**config.mk**
```make
export PLATFORM = sky130hd
export DESIGN_NAME = fot_monitor
export DESIGN_NICKNAME = d
export VERILOG_FILES = /design/src/core/fot_dummy_unused.sv /design/src/core/fot_pkg.sv /design/src/core/fot_tick_if.sv /design/src/core/fot_tick_gen.sv /design/src/core/fot_monitor.sv
export SDC_FILE = /design/constraint.sdc
export NUM_CORES = 1
export LEC_CHECK = 0
export ABC_CLOCK_PERIOD_IN_PS = 3000
export BUFFER_PORTS_ARGS = -buffer_cell sky130_fd_sc_hd__clkbuf_2
export CAP_MARGIN = 20
export CORE_UTILIZATION = 25
export DETAILED_ROUTE_END_ITERATION = 8
export PLACE_DENSITY_LB_ADDON = 0.08
export SLEW_MARGIN = 20
export SYNTH_ARGS = -nofsm -noshare
export SYNTH_HDL_FRONTEND = slang
export SYNTH_SLANG_ARGS = --single-unit
```
**constraint.sdc**
```tcl
create_clock -name clk -period 3 [get_ports clk]
set_input_delay 0.45 -clock clk [delete_from_list [all_inputs] [get_ports clk]]
set_output_delay 0.45 -clock clk [all_outputs]
set_load 0.03 [all_outputs]
```
**src/core/fot_dummy_unused.sv**
```systemverilog
// reserved file, holds no logic
`timescale 1ns/100ps
`default_nettype none
`default_nettype wire

```
**src/core/fot_pkg.sv**
```systemverilog
// constants for the fail-safe output test monitor
package fot_pkg;
  // ==========================================================
  // timing
  localparam int unsigned CLK_HZ = 200_000_000;
  localparam int unsigned MS_PER_S = 1000;
  localparam int unsigned MS_CYC = CLK_HZ / MS_PER_S; // cycles per ms
  localparam int unsigned INTERVAL_DEF_H = 8;
  localparam int unsigned INTERVAL_DEF_MS = INTERVAL_DEF_H * 3600 * MS_PER_S;
  localparam int unsigned WAIT_DEF_MS = 500;
  localparam int unsigned MIN_WAIT_MS = 24;
  // ==========================================================
  // widths
  localparam int unsigned IVL_W = 25;
  localparam int unsigned WAIT_W = 16;
  localparam int unsigned SLOTS = 6;
  localparam int unsigned SLOT_W = 4;
  localparam int unsigned NSTAT = 8;
  localparam int unsigned NPIN = 4;
  // ==========================================================
  // register byte offsets
  localparam logic [5:0] OFS_SRC = 6'h00;
  localparam logic [5:0] OFS_SAFE = 6'h04;
  localparam logic [5:0] OFS_TCFG = 6'h08;
  localparam logic [5:0] OFS_IVL = 6'h0c;
  localparam logic [5:0] OFS_WAIT = 6'h10;
  localparam logic [5:0] OFS_REM = 6'h14;
  localparam logic [5:0] OFS_STAT = 6'h18;
  localparam logic [5:0] OFS_MASK = 6'h1c;
  localparam logic [5:0] OFS_STATE = 6'h20;
  // ==========================================================
  // field positions and reset values
  localparam int unsigned TCFG_MODE_LSB = 0;
  localparam int unsigned TCFG_FB_LSB = 4;
  localparam int unsigned TCFG_TRIG_LSB = 8;
  localparam logic [3:0] MODE_RST = 4'h4; // 0100 bin
  localparam logic [3:0] FB_RST = 4'h0; // 0000 bin
  localparam logic [2:0] TRIG_RST = 3'h0;
  localparam logic [7:0] SAFE_RST = 8'h01; // 0000 0001 bin
  localparam logic [3:0] SLOT_NONE = 4'h0;
  localparam logic [3:0] SLOT_SAFE = 4'h9;
  localparam logic [3:0] MODE_DO2 = 4'h1;
  localparam logic [3:0] MODE_FB = 4'h2;
  localparam logic [3:0] MODE_FBN = 4'h3;
  localparam logic [3:0] MODE_NONE = 4'h4;
  localparam int unsigned ST_REQ = 0;
  localparam int unsigned ST_PASS = 1;
  localparam int unsigned ST_FAIL = 2;
  localparam int unsigned NEV = 3;
  // ==========================================================
  // self-test sequencer states
  typedef enum logic [1:0] {
    FOT_IDLE,
    FOT_STEP_A,
    FOT_STEP_B
  } fot_state_t;
endpackage

```
**src/core/fot_tick_if.sv**
```systemverilog
// millisecond tick shared between divider and monitor
`timescale 1ns/100ps
`default_nettype none
interface fot_tick_if;
  logic ms_tick;
  modport gen (output ms_tick);
  modport use_tick (input ms_tick);
endinterface
`default_nettype wire

```
**src/core/fot_tick_gen.sv**
```systemverilog
// divider making a one-cycle millisecond enable
`timescale 1ns/100ps
`default_nettype none
module fot_tick_gen #(
  parameter int unsigned CYC_PER_MS = fot_pkg::MS_CYC
) (
  // clock and reset
  input wire logic clk,
  input wire logic rst_b,
  // tick out
  fot_tick_if.gen tick
);
  logic [17:0] cnt;
  logic [17:0] next_cnt;
  logic pulse;
  logic next_pulse;

  // ==========================================================
  // divider
  // count down so the compare is against a constant zero
  always_comb begin
    next_pulse = 1'b0;
    next_cnt = cnt - 18'h1;
    if (cnt == 18'h0) begin
      next_cnt = 18'(CYC_PER_MS - 1);
      next_pulse = 1'b1;
    end
  end

  always_ff @(posedge clk) begin
    if (!rst_b) begin
      cnt <= 18'h0;
      pulse <= 1'b0;
    end else begin
      cnt <= next_cnt;
      pulse <= next_pulse;
    end
  end

  assign tick.ms_tick = pulse;
endmodule
`default_nettype wire

```
**src/core/fot_monitor.sv**
```systemverilog
// fail-safe output combiner with periodic shut-down self-test
`timescale 1ns/100ps
`default_nettype none
module fot_monitor #(
  parameter int unsigned CYC_PER_MS = fot_pkg::MS_CYC
) (
  // clock and reset
  input wire logic clk,
  input wire logic rst_b,
  // avalon-mm slave
  input wire logic [5:0] avs_address,
  input wire logic avs_read,
  input wire logic avs_write,
  input wire logic [31:0] avs_writedata,
  input wire logic [3:0] avs_byteenable,
  output logic [31:0] avs_readdata,
  output logic avs_waitrequest,
  // internal status sources, same clock
  input wire logic [7:0] status_in,
  // pins from outside
  input wire logic [3:0] trig_pin,
  input wire logic [3:0] fb_pin,
  input wire logic do2_sense,
  // fail-safe output pair and flags
  output logic fsdo_a,
  output logic fsdo_b,
  output logic test_required,
  output logic irq
);
  // ==========================================================
  // pin synchronisers
  logic [8:0] sync1;
  logic [8:0] sync2;
  always_ff @(posedge clk) begin
    if (!rst_b) begin
      sync1 <= 9'h0;
      sync2 <= 9'h0;
    end else begin
      sync1 <= {do2_sense, fb_pin, trig_pin};
      sync2 <= sync1;
    end
  end

  fot_tick_if tk ();
  fot_tick_gen #(.CYC_PER_MS(CYC_PER_MS)) u_tick (
    .clk(clk),
    .rst_b(rst_b),
    .tick(tk.gen)
  );

  // ==========================================================
  // registers
  logic [23:0] src_sel, next_src_sel;
  logic [7:0] safe_sel, next_safe_sel;
  logic [3:0] mode, next_mode;
  logic [3:0] fb_en, next_fb_en;
  logic [2:0] trig_sel, next_trig_sel;
  logic [24:0] ivl, next_ivl;
  logic [15:0] wait_ms, next_wait_ms;
  logic [2:0] stat, next_stat;
  logic [2:0] mask, next_mask;
  logic [31:0] rdata, next_rdata;
  logic ack, next_ack;
  logic [2:0] ev; // event pulses from the interval timer and the sequencer
  logic [31:0] rd_mux;
  logic [31:0] wmask;
  logic wr_go;
  logic [24:0] remain;
  fot_pkg::fot_state_t state;

  // byte lanes into a bit mask
  always_comb begin
    for (int i = 0; i < 4; i++) begin
      wmask[i*8 +: 8] = {8{avs_byteenable[i]}};
    end
  end

  // one wait cycle per access: read data comes from a flop
  assign avs_waitrequest = (avs_read | avs_write) & ~ack;
  assign wr_go = avs_write & ack;
  assign avs_readdata = rdata;

  // readback multiplexer, unmapped reads return zero
  always_comb begin
    case (avs_address)
      fot_pkg::OFS_SRC: rd_mux = {8'h0, src_sel};
      fot_pkg::OFS_SAFE: rd_mux = {24'h0, safe_sel};
      fot_pkg::OFS_TCFG: rd_mux = {21'h0, trig_sel, fb_en, mode};
      fot_pkg::OFS_IVL: rd_mux = {7'h0, ivl};
      fot_pkg::OFS_WAIT: rd_mux = {16'h0, wait_ms};
      fot_pkg::OFS_REM: rd_mux = {7'h0, remain};
      fot_pkg::OFS_STAT: rd_mux = {29'h0, stat};
      fot_pkg::OFS_MASK: rd_mux = {29'h0, mask};
      fot_pkg::OFS_STATE: rd_mux = {27'h0, test_required,
        state != fot_pkg::FOT_IDLE, fsdo_b, fsdo_a, 1'b0};
      default: rd_mux = 32'h0;
    endcase
  end

  // register write decode; set beats clear on the status bits
  always_comb begin
    logic [31:0] m;
    m = avs_writedata & wmask;
    next_ack = (avs_read | avs_write) & ~ack;
    next_rdata = (avs_read & ~ack) ? rd_mux : rdata;
    next_src_sel = src_sel;
    next_safe_sel = safe_sel;
    next_mode = mode;
    next_fb_en = fb_en;
    next_trig_sel = trig_sel;
    next_ivl = ivl;
    next_wait_ms = wait_ms;
    next_mask = mask;
    next_stat = stat;
    if (wr_go) begin
      case (avs_address)
        fot_pkg::OFS_SRC:
          next_src_sel = (src_sel & ~wmask[23:0]) | m[23:0];
        fot_pkg::OFS_SAFE:
          next_safe_sel = (safe_sel & ~wmask[7:0]) | m[7:0];
        fot_pkg::OFS_TCFG: begin
          if (avs_byteenable[0]) begin
            next_mode = avs_writedata[3:0];
            next_fb_en = avs_writedata[7:4];
          end
          if (avs_byteenable[1]) begin
            next_trig_sel = avs_writedata[10:8];
          end
        end
        fot_pkg::OFS_IVL:
          next_ivl = (ivl & ~wmask[24:0]) | m[24:0];
        fot_pkg::OFS_WAIT:
          next_wait_ms = (wait_ms & ~wmask[15:0]) | m[15:0];
        fot_pkg::OFS_STAT: next_stat = stat & ~m[2:0];
        fot_pkg::OFS_MASK:
          next_mask = (mask & ~wmask[2:0]) | m[2:0];
        default: next_ack = next_ack; // unmapped writes are dropped
      endcase
    end
    next_stat = next_stat | ev;
  end

  // register file flops
  always_ff @(posedge clk) begin
    if (!rst_b) begin
      src_sel <= 24'h0;
      safe_sel <= fot_pkg::SAFE_RST;
      mode <= fot_pkg::MODE_RST;
      fb_en <= fot_pkg::FB_RST;
      trig_sel <= fot_pkg::TRIG_RST;
      ivl <= 25'(fot_pkg::INTERVAL_DEF_MS);
      wait_ms <= 16'(fot_pkg::WAIT_DEF_MS);
      stat <= 3'h0;
      mask <= 3'h0;
      rdata <= 32'h0;
      ack <= 1'b0;
    end else begin
      src_sel <= next_src_sel;
      safe_sel <= next_safe_sel;
      mode <= next_mode;
      fb_en <= next_fb_en;
      trig_sel <= next_trig_sel;
      ivl <= next_ivl;
      wait_ms <= next_wait_ms;
      stat <= next_stat;
      mask <= next_mask;
      rdata <= next_rdata;
      ack <= next_ack;
    end
  end

  assign irq = |(stat & mask);

  // ==========================================================
  // output source combination
  logic safe_state;
  logic [5:0] slot_val;
  logic [5:0] slot_used;
  logic combined;
  assign safe_state = |(status_in & safe_sel);

  genvar g;
  generate
    for (g = 0; g < 6; g++) begin : g_slot
      logic [3:0] s;
      assign s = src_sel[g*4 +: 4];
      assign slot_used[g] = (s != fot_pkg::SLOT_NONE) &&
        (s <= fot_pkg::SLOT_SAFE);
      // unconnected slots are forced to 1 so the and ignores them
      assign slot_val[g] = !slot_used[g] ? 1'b1 :
        (s == fot_pkg::SLOT_SAFE) ? safe_state :
        status_in[3'(s - 4'h1)];
    end
  endgenerate

  // and of connected slots; none connected reads as zero
  assign combined = (|slot_used) & (&slot_val);

  // ==========================================================
  // trigger edge and interval timer
  logic trig_lvl, trig_prev, next_trig_prev, trig_rise;
  logic [24:0] next_remain;
  logic req, next_req;
  logic req_set;
  assign trig_lvl = (trig_sel == 3'h0 || trig_sel > 3'h4) ? 1'b0 :
    sync2[2'(trig_sel - 3'h1)];
  assign trig_rise = trig_lvl & ~trig_prev;

  // countdown in ms; zero is sticky until the next trigger
  always_comb begin
    next_trig_prev = trig_lvl;
    next_remain = remain;
    next_req = req;
    req_set = 1'b0;
    if (trig_rise) begin
      next_remain = ivl;
      next_req = 1'b0;
    end else if (tk.ms_tick && remain != 25'h0) begin
      next_remain = remain - 25'h1;
      if (remain == 25'h1) begin
        next_req = 1'b1;
        req_set = 1'b1;
      end
    end
  end

  always_ff @(posedge clk) begin
    if (!rst_b) begin
      trig_prev <= 1'b0;
      remain <= 25'(fot_pkg::INTERVAL_DEF_MS);
      req <= 1'b0;
    end else begin
      trig_prev <= next_trig_prev;
      remain <= next_remain;
      req <= next_req;
    end
  end

  assign test_required = req;

  // ==========================================================
  // self-test sequencer
  fot_pkg::fot_state_t next_state;
  logic [15:0] step_ms, next_step_ms;
  logic [15:0] eff_wait;
  logic out_a, out_b, next_out_a, next_out_b;
  logic fb_lvl, seen, min_done;
  logic pass_ev, fail_ev;
  // short settings are stretched to the floor of 24 ms
  assign eff_wait = (wait_ms < 16'(fot_pkg::MIN_WAIT_MS)) ?
    16'(fot_pkg::MIN_WAIT_MS) : wait_ms;
  assign fb_lvl = |(sync2[7:4] & fb_en);
  assign min_done = step_ms >= 16'(fot_pkg::MIN_WAIT_MS);

  // expected read-back of output b in this step
  always_comb begin
    case (mode)
      fot_pkg::MODE_DO2: seen = sync2[8] == out_b;
      fot_pkg::MODE_FB: seen = fb_lvl == out_b;
      fot_pkg::MODE_FBN: seen = fb_lvl != out_b;
      fot_pkg::MODE_NONE: seen = 1'b1;
      default: seen = 1'b1;
    endcase
  end

  // step a: a off, b on; step b: a on, b off
  always_comb begin
    next_state = state;
    next_step_ms = tk.ms_tick ? step_ms + 16'h1 : step_ms;
    next_out_a = out_a;
    next_out_b = out_b;
    pass_ev = 1'b0;
    fail_ev = 1'b0;
    case (state)
      fot_pkg::FOT_IDLE: begin
        next_out_a = combined;
        next_out_b = combined;
        next_step_ms = 16'h0;
        if (trig_rise) begin
          next_state = fot_pkg::FOT_STEP_A;
          next_out_a = 1'b0;
          next_out_b = 1'b1;
        end
      end
      fot_pkg::FOT_STEP_A, fot_pkg::FOT_STEP_B: begin
        if (min_done && seen) begin
          next_step_ms = 16'h0;
          if (state == fot_pkg::FOT_STEP_A) begin
            next_state = fot_pkg::FOT_STEP_B;
            next_out_a = 1'b1;
            next_out_b = 1'b0;
          end else begin
            next_state = fot_pkg::FOT_IDLE;
            next_out_a = combined;
            next_out_b = combined;
            pass_ev = 1'b1;
          end
        end else if (step_ms >= eff_wait) begin
          next_state = fot_pkg::FOT_IDLE;
          next_out_a = combined;
          next_out_b = combined;
          fail_ev = 1'b1;
        end
      end
      default: next_state = fot_pkg::FOT_IDLE;
    endcase
  end

  always_ff @(posedge clk) begin
    if (!rst_b) begin
      state <= fot_pkg::FOT_IDLE;
      step_ms <= 16'h0;
      out_a <= 1'b0;
      out_b <= 1'b0;
    end else begin
      state <= next_state;
      step_ms <= next_step_ms;
      out_a <= next_out_a;
      out_b <= next_out_b;
    end
  end

  assign fsdo_a = out_a;
  assign fsdo_b = out_b;
  assign ev = {fail_ev, pass_ev, req_set};
endmodule
`default_nettype wire

```
# [Word level (Yosys, flattened, before mapping)]
# Cells that the tools add are included.
[totals] reg_bits=207 wordCells=209 output_inout_bits=37 inputBits=63
[classes] bitwise=31 n_mux=62 n_addsub=10 magnitude_cmp=17 n_eq_ne=25 n_reduce_logical=41
[op_table] cell="25-bit case mux with 9 select lines" count=1
[op_table] cell="25-bit AND" count=2
[op_table] cell="25-bit 2-to-1 mux" count=2
[op_table] cell="16-bit 2-to-1 mux" count=3
[op_table] cell="1-bit 2-to-1 mux" count=37
[op_table] cell="16-bit case mux with 2 select lines" count=1
[op_table] cell="25-bit by 1-bit equality test with 1-bit output, second input constant" count=1
[op_table] cell="25-bit inverter" count=1
[op_table] cell="25-bit bitwise OR" count=1
[op_table] cell="25-bit nonzero test" count=1
[op_table] cell="25-bit by 1-bit subtractor with 25-bit output, second input constant" count=1
[op_table] cell="24-bit AND" count=1
[op_table] cell="4-bit equality test, second input constant" count=6
[op_table] cell="6-bit by 5-bit equality test with 1-bit output, second input constant" count=4
[op_table] cell="4-bit less-or-equal comparator, second input constant" count=6
[op_table] cell="3-bit by 4-bit < comparator with 1-bit output, second input constant" count=6
[op_table] cell="24-bit inverter" count=1
[op_table] cell="24-bit bitwise OR" count=1
[op_table] cell="4-bit nonzero test" count=6
[op_table] cell="1-bit binary-select mux with 3-bit select" count=6
[op_table] cell="18-bit zero test" count=1
[op_table] cell="18-bit 2-to-1 mux" count=1
[op_table] cell="18-bit by 1-bit subtractor with 18-bit output, second input constant" count=1
[op_table] cell="3-bit by 1-bit subtractor with 3-bit output, second input constant" count=6
[op_table] cell="other kinds (51)" count=89

# [Longest topological paths before layout]
# Gate-level depths: netlist (run 1).
[depth] word_depth=10 depth_mapped=11 mapped_depth_nobuf=11

# [By module]
# From an unflattened synthesis (run 1), not the netlist that was laid out.
[unflattened] hier_cells=1241 hier_area_um2=10257.3
[by_module_without_submodules] mod="fot_monitor" instances=1 cells_per_inst=1151 area_each_um2=9410.3 seq_area_each_um2=3623.5
[by_module_without_submodules] mod="fot_tick_gen" instances=1 cells_per_inst=90 area_each_um2=847.1 seq_area_each_um2=380.4

# [Least setup slack after synthesis (run 1)]
# No wires, ideal clock.
[synth_path] path_type="register to register" start="register with a tool-made name" end="register state[1]" arrival_time_ns=2.626 stages_incl_launch_ff=12 period_less_slack_ns=2.696 path_slack_ns=0.304 t_required_ns=2.930 setup_ns=0.070 path_buffers=0 path_cell_list="dfxtp_1 nor4_1 nand4_1 and2_1 ha_1 nand2b_1 a211oi_1 o21a_1 o21ai_0 nor2_1 or4_1 a21oi_1"
[synth_lines] element="to (signal assigned)" line="fot_monitor.sv:311" rtl="state <= fot_pkg::FOT_IDLE;"
[synth_lines] element="to (signal assigned)" line="fot_monitor.sv:316" rtl="state <= next_state;"
[synth_lines] element="to (decl)" line="fot_monitor.sv:69" rtl="fot_pkg::fot_state_t state;"

==> out/qor.yml, run 1 <==
run_status:
  status: "complete, no violations"
layout:
  fin_area_um2: 12300
  fin_util: 0.306
  final_nets: 1435
  multi_input_area_um2: 5880
  seq_area_um2: 4000
  fillers: 4263
  diodes: 0
  drive_above_1_share: 0.171
  area_growth_syn_to_layout_pct: 19.4
routing:
  drt-vias-per-instance: 4.83
  first_iter_violations: 457
  wire_per_inst_um: 18.9
  dr.pass1.iters: 4
  via_count: 9008
  drtAntennaViolNets: 0
  wl_um: 35300
  drc_errors: 0
timing:
  rsz0062_at_grt: "true"
  worst_slew_pin_slew_ns: 0.799
  min_period_ns: 2.80
  slew_viol_final: 0
  timing.slew.headroom: 0.468
  fin_crit_sh: 0.933
  hold_violations: 0
  skew_ns: 0.0129
  fin_tns_setup_ns: 0
  fmax_mhz: 357
  setup_viol: 0
synth:
  ys_ff_latch: 200
  synth_top_area_frac: 0.390
  synth_area_um2: 10300
  synth-seq-area-share: 0.390
  synthMostInstantiatedCell: "dfxtp_1"
  synthArstFlopShare: 0
  syn_area_per_cell_um2: 8.44
  synth_common_cells: "200 x dfxtp_1, 159 x nand2_1, 159 x nor2_1"
  synth-edff-count: 0
  postSynthCellCount: 1218
  netlist.top_cell.by_area: "dfxtp_1"
  synth.area.top_cells: "dfxtp_1 39%, nand2_1 5.8%, nor2_1 5.8%"
  yosysWarnings: 0
  ys_dominant_reg_cell: "dfxtp_1"
  synth.distinct_cells: 68
worst_hold_path:
  min_path_cells: 2
  worstHoldStart: "trig_pin[0]"
  hold_path_class: "in -> reg"
  min_to: "sync1[0]"
setup_path:
  crit_required_ns: 3.36
  worst_ep_arrival_time_ns: 3.16
  reg2reg_slack_ns: 0.20
  end_kind: "register"
  cp_max_fo: 3
  r2r_cells: 14
  reg2reg_to: "fsdo_a"
  critPathKind: "reg -> reg"
  cp-start-kind: "register"
clock_tree:
  path_clk_slew_ns: 0.07
  numClockSinks: 200
  postCtsHoldBufs: 0
  cts_tree: "done"
  clkLatencyLatePin_ns: 0.45
  htreeDepth: 4
  cts_buffer_depth: 2
  cts_buffers: 17
  cts_root_buffer: "clkbuf_16"
  post_cts_buffers: 0
grt:
  use_met2: 0.279
  gr-total-overflow: 0
  grt_max_degree: 64
  track_usage: 0.174
  grt_antenna_before_repair: 0
  met3_usage: 0.0277
  grt_busiest_layer: "met2"
  grt.met1_usage: 0.243
  grt_pass1_wl_um: 54900
  grt_pass1_vias: 8926
placement:
  place_hpwl_um: 26700
  gp_congestion: 0.787
  port_buffers: 85
  dpl_cell_area_um2: 11600
floorplan:
  core_area_um2: 40100
  die_width_um: 205
  rows: 73
  die_area_um2: 41900
  start_util: 0.256
  num_io_pins: 100
  die_y_um: 205
power_and_ir_drop:
  power_density_nw_per_um2: 524
  power.leakage_uw: 0.00452
  peakVddDrop_mv: 0.445
job:
  maxCapViolations: 0
-- cells by family (layout without fill, tap and decap cells) --
logic type	after synthesis	count (layout)	share of synthesized area
and+or+nand+nor	484	484	0.220
AOI/OAI and AO/OA	254	254	0.152
DFF	200	200	0.390
buffers and inverters	113	230	0.0453
muxes	73	73	0.0983
xor gates and xnor gates	50	50	0.0426
adders and majority gates	43	43	0.0524
other	1	7	0.000365
-- metal layers --
metal,part of all wire,wire length (um)
met4,0.010,365
met2,0.47,16400
met5,0,0
met1,0.49,17400
met3,0.031,1080
-- worst max-delay path, stage by stage (launching register included) --
cell       delay, ns
dfxtp_1         0.33
nor4_2          0.28
buf_4           0.18
nand4_1         0.15
and2_1          0.20
ha_1            0.26
nand2b_1        0.16
a211oi_2        0.22
o21a_1          0.16
o21ai_2         0.06
buf_4           0.14
buf_4           0.13
o22ai_2         0.13
a2bb2oi_1       0.09
a311oi_1        0.23
-- per-stage QoR --
stage               power (uW)  hold slack, ns  std cells  worst slack [ns]
floorplan                 3720           0.412       1224             0.304
global placement          4050           0.417       1835            0.0699
detailed placement        4050           0.420       1835            0.0401
CTS                       6550           0.173       1866            0.0313
global route              6760           0.185       1866           -0.0223
finish                    6430           0.202       1866             0.202
-- final cells by class --
class | count | area share
timing repair buffer | 147 | 0.0757
sequential | 200 | 0.326
clock inverter | 11 | 0.0120
inverter | 52 | 0.0161
multi-input combinational | 911 | 0.479
clock buffer | 20 | 0.0372
tap | 525 | 0.0535
-- worst max-delay path by stage --
stage | start | endpoint | slack [ns]
floorplan | register | state[1] | 0.30
global placement | register | fsdo_a | 0.07
detailed placement | register | fsdo_a | 0.04
CTS | register | fsdo_a | 0.03
global route | register | fsdo_a | -0.02
finish | register | fsdo_a | 0.20
-- cells in the final DEF, fill, tap and decap left out, types with 5 or more instances in the layout --
cell type and n:
nor3_1 21, and3_1 8, a22oi_1 38, a211oi_1 10, a21oi_2 5, nand4_1 16, o21ai_0 40, mux4_2 22
o211ai_1 10, o31ai_1 6, a31oi_1 7, buf_4 59, inv_1 51, nand3_1 41, dfxtp_1 200, xnor2_1 32
and2_1 24, or4_1 5, clkbuf_2 85, nor2b_1 5, a221oi_1 6, xor2_1 18, conb_1 7, clkbuf_16 17
mux2i_1 48, a21oi_1 108, nor4_1 9, ha_1 43, nor2_1 159, nand2_1 159
-- power by group --
group	switching [uW]	internal (uW)	total, uW
registers	142	2800	2940
clock network	1100	1350	2450
logic	600	438	1040
total	1840	4590	6430
-- repair_timing --
item,4_1_cts,5_1_grt
cloned,0,0
endpoints found under the setup margin,1,4
gates resized for setup,1,6
pin swaps,0,2
Note: power is estimated with default switching activity, not from simulation.
==> run 2, diff against run 1 <==
ABC_CLOCK_PERIOD_IN_PS = 2500   (was 3000)
clock period = 2.5 ns   (was 3 ns; I/O delays follow)
==> run 2 against run 1 <==
Against the previous run:
- the flow now finishes with violations (setup timing)
- maximum frequency grew 6.6%
- sequential share of layout area shrank 1.0 points
- via count grew 1.2%
- clock skew grew 0.0034 ns
- utilization grew 1.0 points
- hold slack lost 0.081 ns
- global-route usage grew 0.20 points
- final cell count grew 1.7%
- die area is the same
- critical path depth shrank 2
- flip-flop and latch count is the same
- largest power group unchanged
==> out/qor.yml, run 2 (synthesized netlist as in run 1, its figures left out) <==
power_and_ir_drop:
  peakVddDrop_mv: 0.371  # -17%
  power.leakage_uw: 0.00475  # +5.0%
  swShare: 0.299  # +0.0127
  power_density_nw_per_um2: 635  # +21%
  pwr-share-clk: 0.386  # +0.005
  p_int_uw: 5640  # +23%
  pwr-share-comb: 0.176  # +0.015
  seqPwrFrac: 0.438  # -0.019
  switching_power_uw: 2410  # +31%
  finalPower_uw: 8050  # +25%
layout:
  final_common_cell: "dfxtp_1"
  diodes: 0  # unchanged
  layout_common_cells: "196 x dfxtp_1, 159 x nand2_1, 158 x nor2_1, 108 x a21oi_1, 85 x clkbuf_2"
  drive_above_1_share: 0.200  # +0.0295
  fin_util: 0.316  # +0.0102
  final_nets: 1466  # +2.2%
  area_growth_syn_to_layout_pct: 23.4
clock_tree:
  cts_tree: "done"
  cts_buffer_depth: 2  # unchanged
  htreeDepth: 4  # unchanged
  numClockSinks: 200  # unchanged
  clkLatencyLatePin_ns: 0.46  # about the same
  cts_buffers: 17  # unchanged
  path_clk_slew_ns: 0.08  # about the same
  cts_root_buffer: "clkbuf_16"
routing:
  dr.pass1.iters: 5  # +1
  first_iter_violations: 496  # +8.5%
  wl_um: 36500  # +3.3%
  drtAntennaViolNets: 0  # unchanged
  drt-vias-per-instance: 4.80  # -0.55%
  via_count: 9112  # +1.2%
  drc_errors: 0  # unchanged
  wire_per_inst_um: 19.2  # +1.5%
floorplan:
  die_y_um: 205  # unchanged
  die_width_um: 205  # unchanged
  num_io_pins: 100  # unchanged
  die_area_um2: 41900  # unchanged
  rows: 73  # unchanged
  core_area_um2: 40100  # unchanged
  start_util: 0.256  # unchanged
timing:
  hold_violations: 0  # unchanged
  fin_crit_sh: 1.05  # +0.118
  min_period_ns: 2.63  # -0.172 ns
  slew_viol_final: 0  # unchanged
  setup_viol: 4  # +4
  setup_slack_ns: -0.126  # -0.328 ns
  worst_slew_pin_slew_ns: 0.606  # -0.193 ns
  timing.slew.headroom: 0.596  # +0.129
  skew_ns: 0.0164  # +0.00343 ns
  fmax_mhz: 381  # +6.6%
  rsz0062_at_grt: "true"
grt:
  grt_pass1_vias: 8874  # -0.58%
  track_usage: 0.176  # +0.00205
  gr-total-overflow: 0  # unchanged
  grt_pass1_wl_um: 54900  # about the same
  grt_max_degree: 64  # unchanged
  grt_antenna_before_repair: 0  # unchanged
setup_path:
  r2r_cells: 12  # -2
  crit_required_ns: 2.88  # -0.48 ns
  max_stage_delay_ns: 0.40  # +0.07 ns
  path_cells: "nor4_4 > buf_4 > nand4_1 > and2_1 > ha_1 > nand2b_4 > a211oi_2 > o21a_1 > o21ai_4 > nor2_2 > or4_1 > a21oi_1"
  reg2reg_slack_ns: -0.13  # -0.33 ns
  crit_path_top_delay_cell: "or4_1"
  worst_ep_arrival_time_ns: 3.00  # -0.16 ns
  cp_max_fo: 3  # unchanged
  critPathKind: "reg -> reg"
  end_kind: "register"
  cp-start-kind: "register"
  reg2reg_to: "state[1]"
run_status:
  status: "complete, but fails checks"
  violations: "setup timing"
worst_hold_path:
  worstHoldStart: "trig_pin[1]"
  hold_path_class: "in -> reg"
  min_to: "sync1[1]"
  min_path_cells: 2  # unchanged
job:
  maxCapViolations: 0  # unchanged
placement:
  post-place-ws_ns: -0.215  # -0.255 ns
  port_buffers: 85  # unchanged
  gp_congestion: 0.810  # +2.9%
  place_hpwl_um: 27300  # +2.3%
-- run 2: changes by cell type in the layout (fill, tap and decap cells not counted), moves of 3 or more --
cell / before / now
inv_6: 1 / 5
clkinvlp_4: 4 / 1
buf_4: 59 / 84
dfxtp_2: 0 / 4
inv_8: 0 / 3
buf_12: 3 / 7
dfxtp_1: 200 / 196
clkinv_8: 0 / 3
-- run 2: timing repair --
action | CTS | global route
pin swaps | 8 | 11
resized for setup | 3 | 19
setup buffers | 0 | 0
cloned | 0 | 0
hold buffers | 0 | 0
setup endpoints to repair | 9 | 12
-- run 2: final cells by class --
cell class                 instances  area [um^2]
clock buffer                      17          425
clock inverter                    15          224
fill                            4301        27400
inverter                          52          198
multi-input combinational        911         5950
sequential                       200         4010
tap                              525          657
timing repair buffer             178         1220
-- run 2: how the worst max path moves through the flow --
stage	from	end	slack, ns	cells past startpoint
5_1_grt	register	state[1]	-0.25	12
2_1_floorplan	u_tick.cnt[0]	u_tick.cnt[9]	0.01	10
6_report	register	state[1]	-0.13	12
4_1_cts	register	state[1]	-0.20	12
3_3_place_gp	register	state[1]	-0.18	12
3_5_place_dp	register	state[1]	-0.22	12
-- run 2: power by group through the flow --
stage	registers [uW]	clock network, uW	logic [uW]
floorplan	3550	0	915
detailed placement	3590	0	1390
finish	3530	3110	1420
global placement	3590	0	1390
CTS	3520	3220	1400
global route	3550	3350	1560
-- run 2: critical path: cells and delay by family, from the launching register on --
family / cells / cell delay, ns
simple gates: 6 / 1.18
compound gates: 4 / 0.60
flops: 1 / 0.34
fa+ha+maj: 1 / 0.27
buf+inv: 1 / 0.16
-- run 2: per-layer routing --
metal / vias up / global-route usage / wire length, um
li1: 4558 / - / -
met1: 4362 / 0.242 / 17900
met2: 164 / 0.286 / 17000
met3: 28 / 0.0255 / 1090
met4: 0 / 0.0488 / 544
met5: - / 0 / 0
-- run 2: metrics by stage --
| step | area (um^2) | hold WS [ns] | std cells | TNS, ns |
|---|---|---|---|---|
| 6_report | 12700 | 0.120 | 1898 | -0.263 |
| 5_1_grt | 12700 | 0.0911 | 1898 | -0.820 |
| 4_1_cts | 12600 | 0.0945 | 1898 | -0.574 |
| 3_5_place_dp | 11900 | 0.422 | 1866 | -0.565 |
| 3_3_place_gp | 11900 | 0.421 | 1866 | -0.491 |
| 2_1_floorplan | 10300 | 0.412 | 1224 | 0 |
==> run 3, diff against run 2 <==
BUFFER_PORTS_ARGS = not set   (was -buffer_cell sky130_fd_sc_hd__clkbuf_2)
DONT_BUFFER_PORTS = 1   (was not set)
==> run 3 against run 2 <==
Against the previous run:
- the flow still finishes with violations (setup timing)
- utilization fell by 0.43 points
- clock-buffer cell count up 4
- first-iteration DRC count increased by 22%
- die area unchanged
- cell area down 1.4%
- maximum frequency shrank 0.28%
- global-route usage rose by 0.87 points
- via count shrank 1.6%
- worst setup slack worse by 0.0074 ns
- total power decreased by 1.6%
- highest routed layer unchanged
==> out/qor.yml, run 3 (synthesized netlist as in run 1, its figures left out) <==
clock_tree:
  cts_buffer_depth: 2  # unchanged
  htreeDepth: 4  # unchanged
  path_clk_slew_ns: 0.08  # about the same
  numClockSinks: 200  # unchanged
  clkLatencyLatePin_ns: 0.49  # +0.03 ns
  cts_root_buffer: "clkbuf_16"
  cts_tree: "done"
  cts_buffers: 17  # unchanged
timing:
  worst_slew_pin_slew_ns: 0.652  # +0.0462 ns
  setup_slack_ns: -0.134  # -0.00736 ns
  setup_viol: 1  # -3
  fmax_mhz: 380  # -0.28%
  hold_violations: 0  # unchanged
  slew_viol_final: 0  # unchanged
  timing.slew.headroom: 0.565  # -0.0308
  fin_tns_setup_ns: -0.134  # +0.129 ns
  min_period_ns: 2.63  # +0.00736 ns
  rsz0062_at_grt: "true"
  skew_ns: 0.0135  # -0.00282 ns
  fin_crit_sh: 1.05  # +0.00294
grt:
  use_met2: 0.285  # -0.00169
  track_usage: 0.185  # +0.00874
  grt_pass1_vias: 8954  # +0.90%
  gr-total-overflow: 0  # unchanged
  met3_usage: 0.0418  # +0.0164
  grt_busiest_layer: "met2"
  grt.met1_usage: 0.248  # +0.00646
  grt_max_degree: 94  # +47%
  grt_pass1_wl_um: 56700  # +3.4%
  grt_antenna_before_repair: 1  # +1
floorplan:
  rows: 73  # unchanged
  core_area_um2: 40100  # unchanged
  die_width_um: 205  # unchanged
  num_io_pins: 100  # unchanged
  die_y_um: 205  # unchanged
  start_util: 0.256  # unchanged
  die_area_um2: 41900  # unchanged
power_and_ir_drop:
  seqPwrFrac: 0.445  # +0.007
  pwr-share-comb: 0.179  # +0.003
  switching_power_uw: 2250  # -6.7%
  power.leakage_uw: 0.00447  # -5.9%
  pwr-share-clk: 0.376  # -0.010
  swShare: 0.284  # -0.0153
  p_int_uw: 5670  # +0.50%
  peakVddDrop_mv: 0.519  # +40%
  power_density_nw_per_um2: 633  # -0.29%
routing:
  drt-vias-per-instance: 4.86  # +1.3%
  dr.pass1.iters: 5  # unchanged
  via_count: 8970  # -1.6%
  drtAntennaViolNets: 0  # unchanged
  wire_per_inst_um: 20.4  # +6.1%
  first_iter_violations: 605  # +22%
  drc_errors: 0  # unchanged
  wl_um: 37600  # +3.0%
setup_path:
  critPathTopFamily: "simple AND/OR/NAND/NOR gates"
  max_stage_delay_ns: 0.51  # +0.11 ns
  cp-start-kind: "register"
  path_cells: "nor4_4 > buf_4 > nand4_1 > and2_1 > ha_1 > nand2b_4 > a211oi_2 > o21a_1 > o21ai_4 > nor2_2 > or4_1 > a21oi_1"
  critPathKind: "reg -> reg"
  worst_ep_arrival_time_ns: 3.05  # +0.05 ns
  crit_required_ns: 2.91  # +0.03 ns
  cp_max_fo: 3  # unchanged
  end_kind: "register"
  crit_path_top_delay_cell: "or4_1"
  crit_buf_inv: 1  # unchanged
placement:
  place_hpwl_um: 26700  # -2.2%
  gp_congestion: 0.815  # +0.63%
  post-place-ws_ns: -0.164  # +0.0509 ns
  port_buffers: 0  # -100%
worst_hold_path:
  hold_path_class: "in -> reg"
  worstHoldStart: "avs_writedata[7]"
layout:
  multi_input_area_um2: 5950  # about the same
  diodes: 0  # unchanged
  area_growth_syn_to_layout_pct: 21.7
  layout_common_cells: "199 x dfxtp_1, 159 x nand2_1, 158 x nor2_1, 108 x a21oi_1, 81 x buf_4"
  final_nets: 1412  # -3.7%
  final_common_cell: "dfxtp_1"
  seq_area_um2: 4010  # about the same
  fillers: 4294  # -0.16%
  drive_above_1_share: 0.134  # -0.0661
run_status:
  status: "complete, but fails checks"
  violations: "setup timing"
job:
  maxCapViolations: 0  # unchanged
-- run 3: cell types whose count changed in the layout (fill, tap and decap cells not counted), sizes merged --
cell / change
clkinv: +1
dlygate4sd3: +38
clkbuf: -81
clkinvlp: +3
inv: -8
buf: -7
-- run 3: worst paths after layout --
path	to	slack, ns	depth (start not counted)
worst min-delay path	register	0.04	2
worst min register to register	sync2[1]	0.43	1
worst max register to register	state[1]	-0.13	12
worst max-delay path	state[1]	-0.13	12
-- run 3: worst register-to-register path, delay by kind of cell, from the launching register on --
kind | cells | cell delay [ns]
adder cells (fa/ha/maj) | 1 | 0.27
AO/OA/AOI/OAI | 4 | 0.57
AND/OR/NAND/NOR | 6 | 1.21
buffers and inverters | 1 | 0.18
flip-flops | 1 | 0.34
-- run 3: layout make-up --
class / instances / area share
Tap cell: 525 / 0.0525
Timing Repair Buffer: 124 / 0.0869
Multi-Input combinational cell: 911 / 0.476
Sequential cell: 200 / 0.320
Clock inverter: 11 / 0.0118
Clock buffer: 21 / 0.0368
Inverter: 52 / 0.0158
-- run 3: per-layer routing --
metal / wire length [um] / vias up / share of wire
met1: 17900 / 4282 / 0.48
met3: 1690 / 50 / 0.045
met5: 0 / - / 0
met4: 1120 / 0 / 0.030
met2: 16900 / 186 / 0.45
li1: - / 4452 / -
-- run 3: power by group through the flow --
stage	Sequential [uW]	Clock, uW	Combinational [uW]
2_1_floorplan	3550	0	915
3_3_place_gp	3600	0	1250
3_5_place_dp	3600	0	1250
4_1_cts	3520	3100	1370
5_1_grt	3550	3210	1560
6_report	3530	2980	1410
-- run 3: stage by stage --
stage,utilization,std cells,power (uW),area [um^2],hold WS (ns)
final,0.312,1844,7920,12500,0.0409
after CTS,0.310,1842,7990,12400,-0.00685
after detailed placement,0.284,1771,4850,11400,0.418
after floorplan,-,1224,4470,10300,0.412
after global placement,0.284,1771,4850,11400,0.417
after global routing,0.312,1844,8330,12500,0.0104
-- run 3: timing repair --
item                       in CTS  in global routing
setup endpoints to repair      18                 21
hold endpoints to repair       94                  0
setup buffers                   0                  2
resized for setup               6                 11
pin swaps                       7                  2
hold buffers                   39                  0
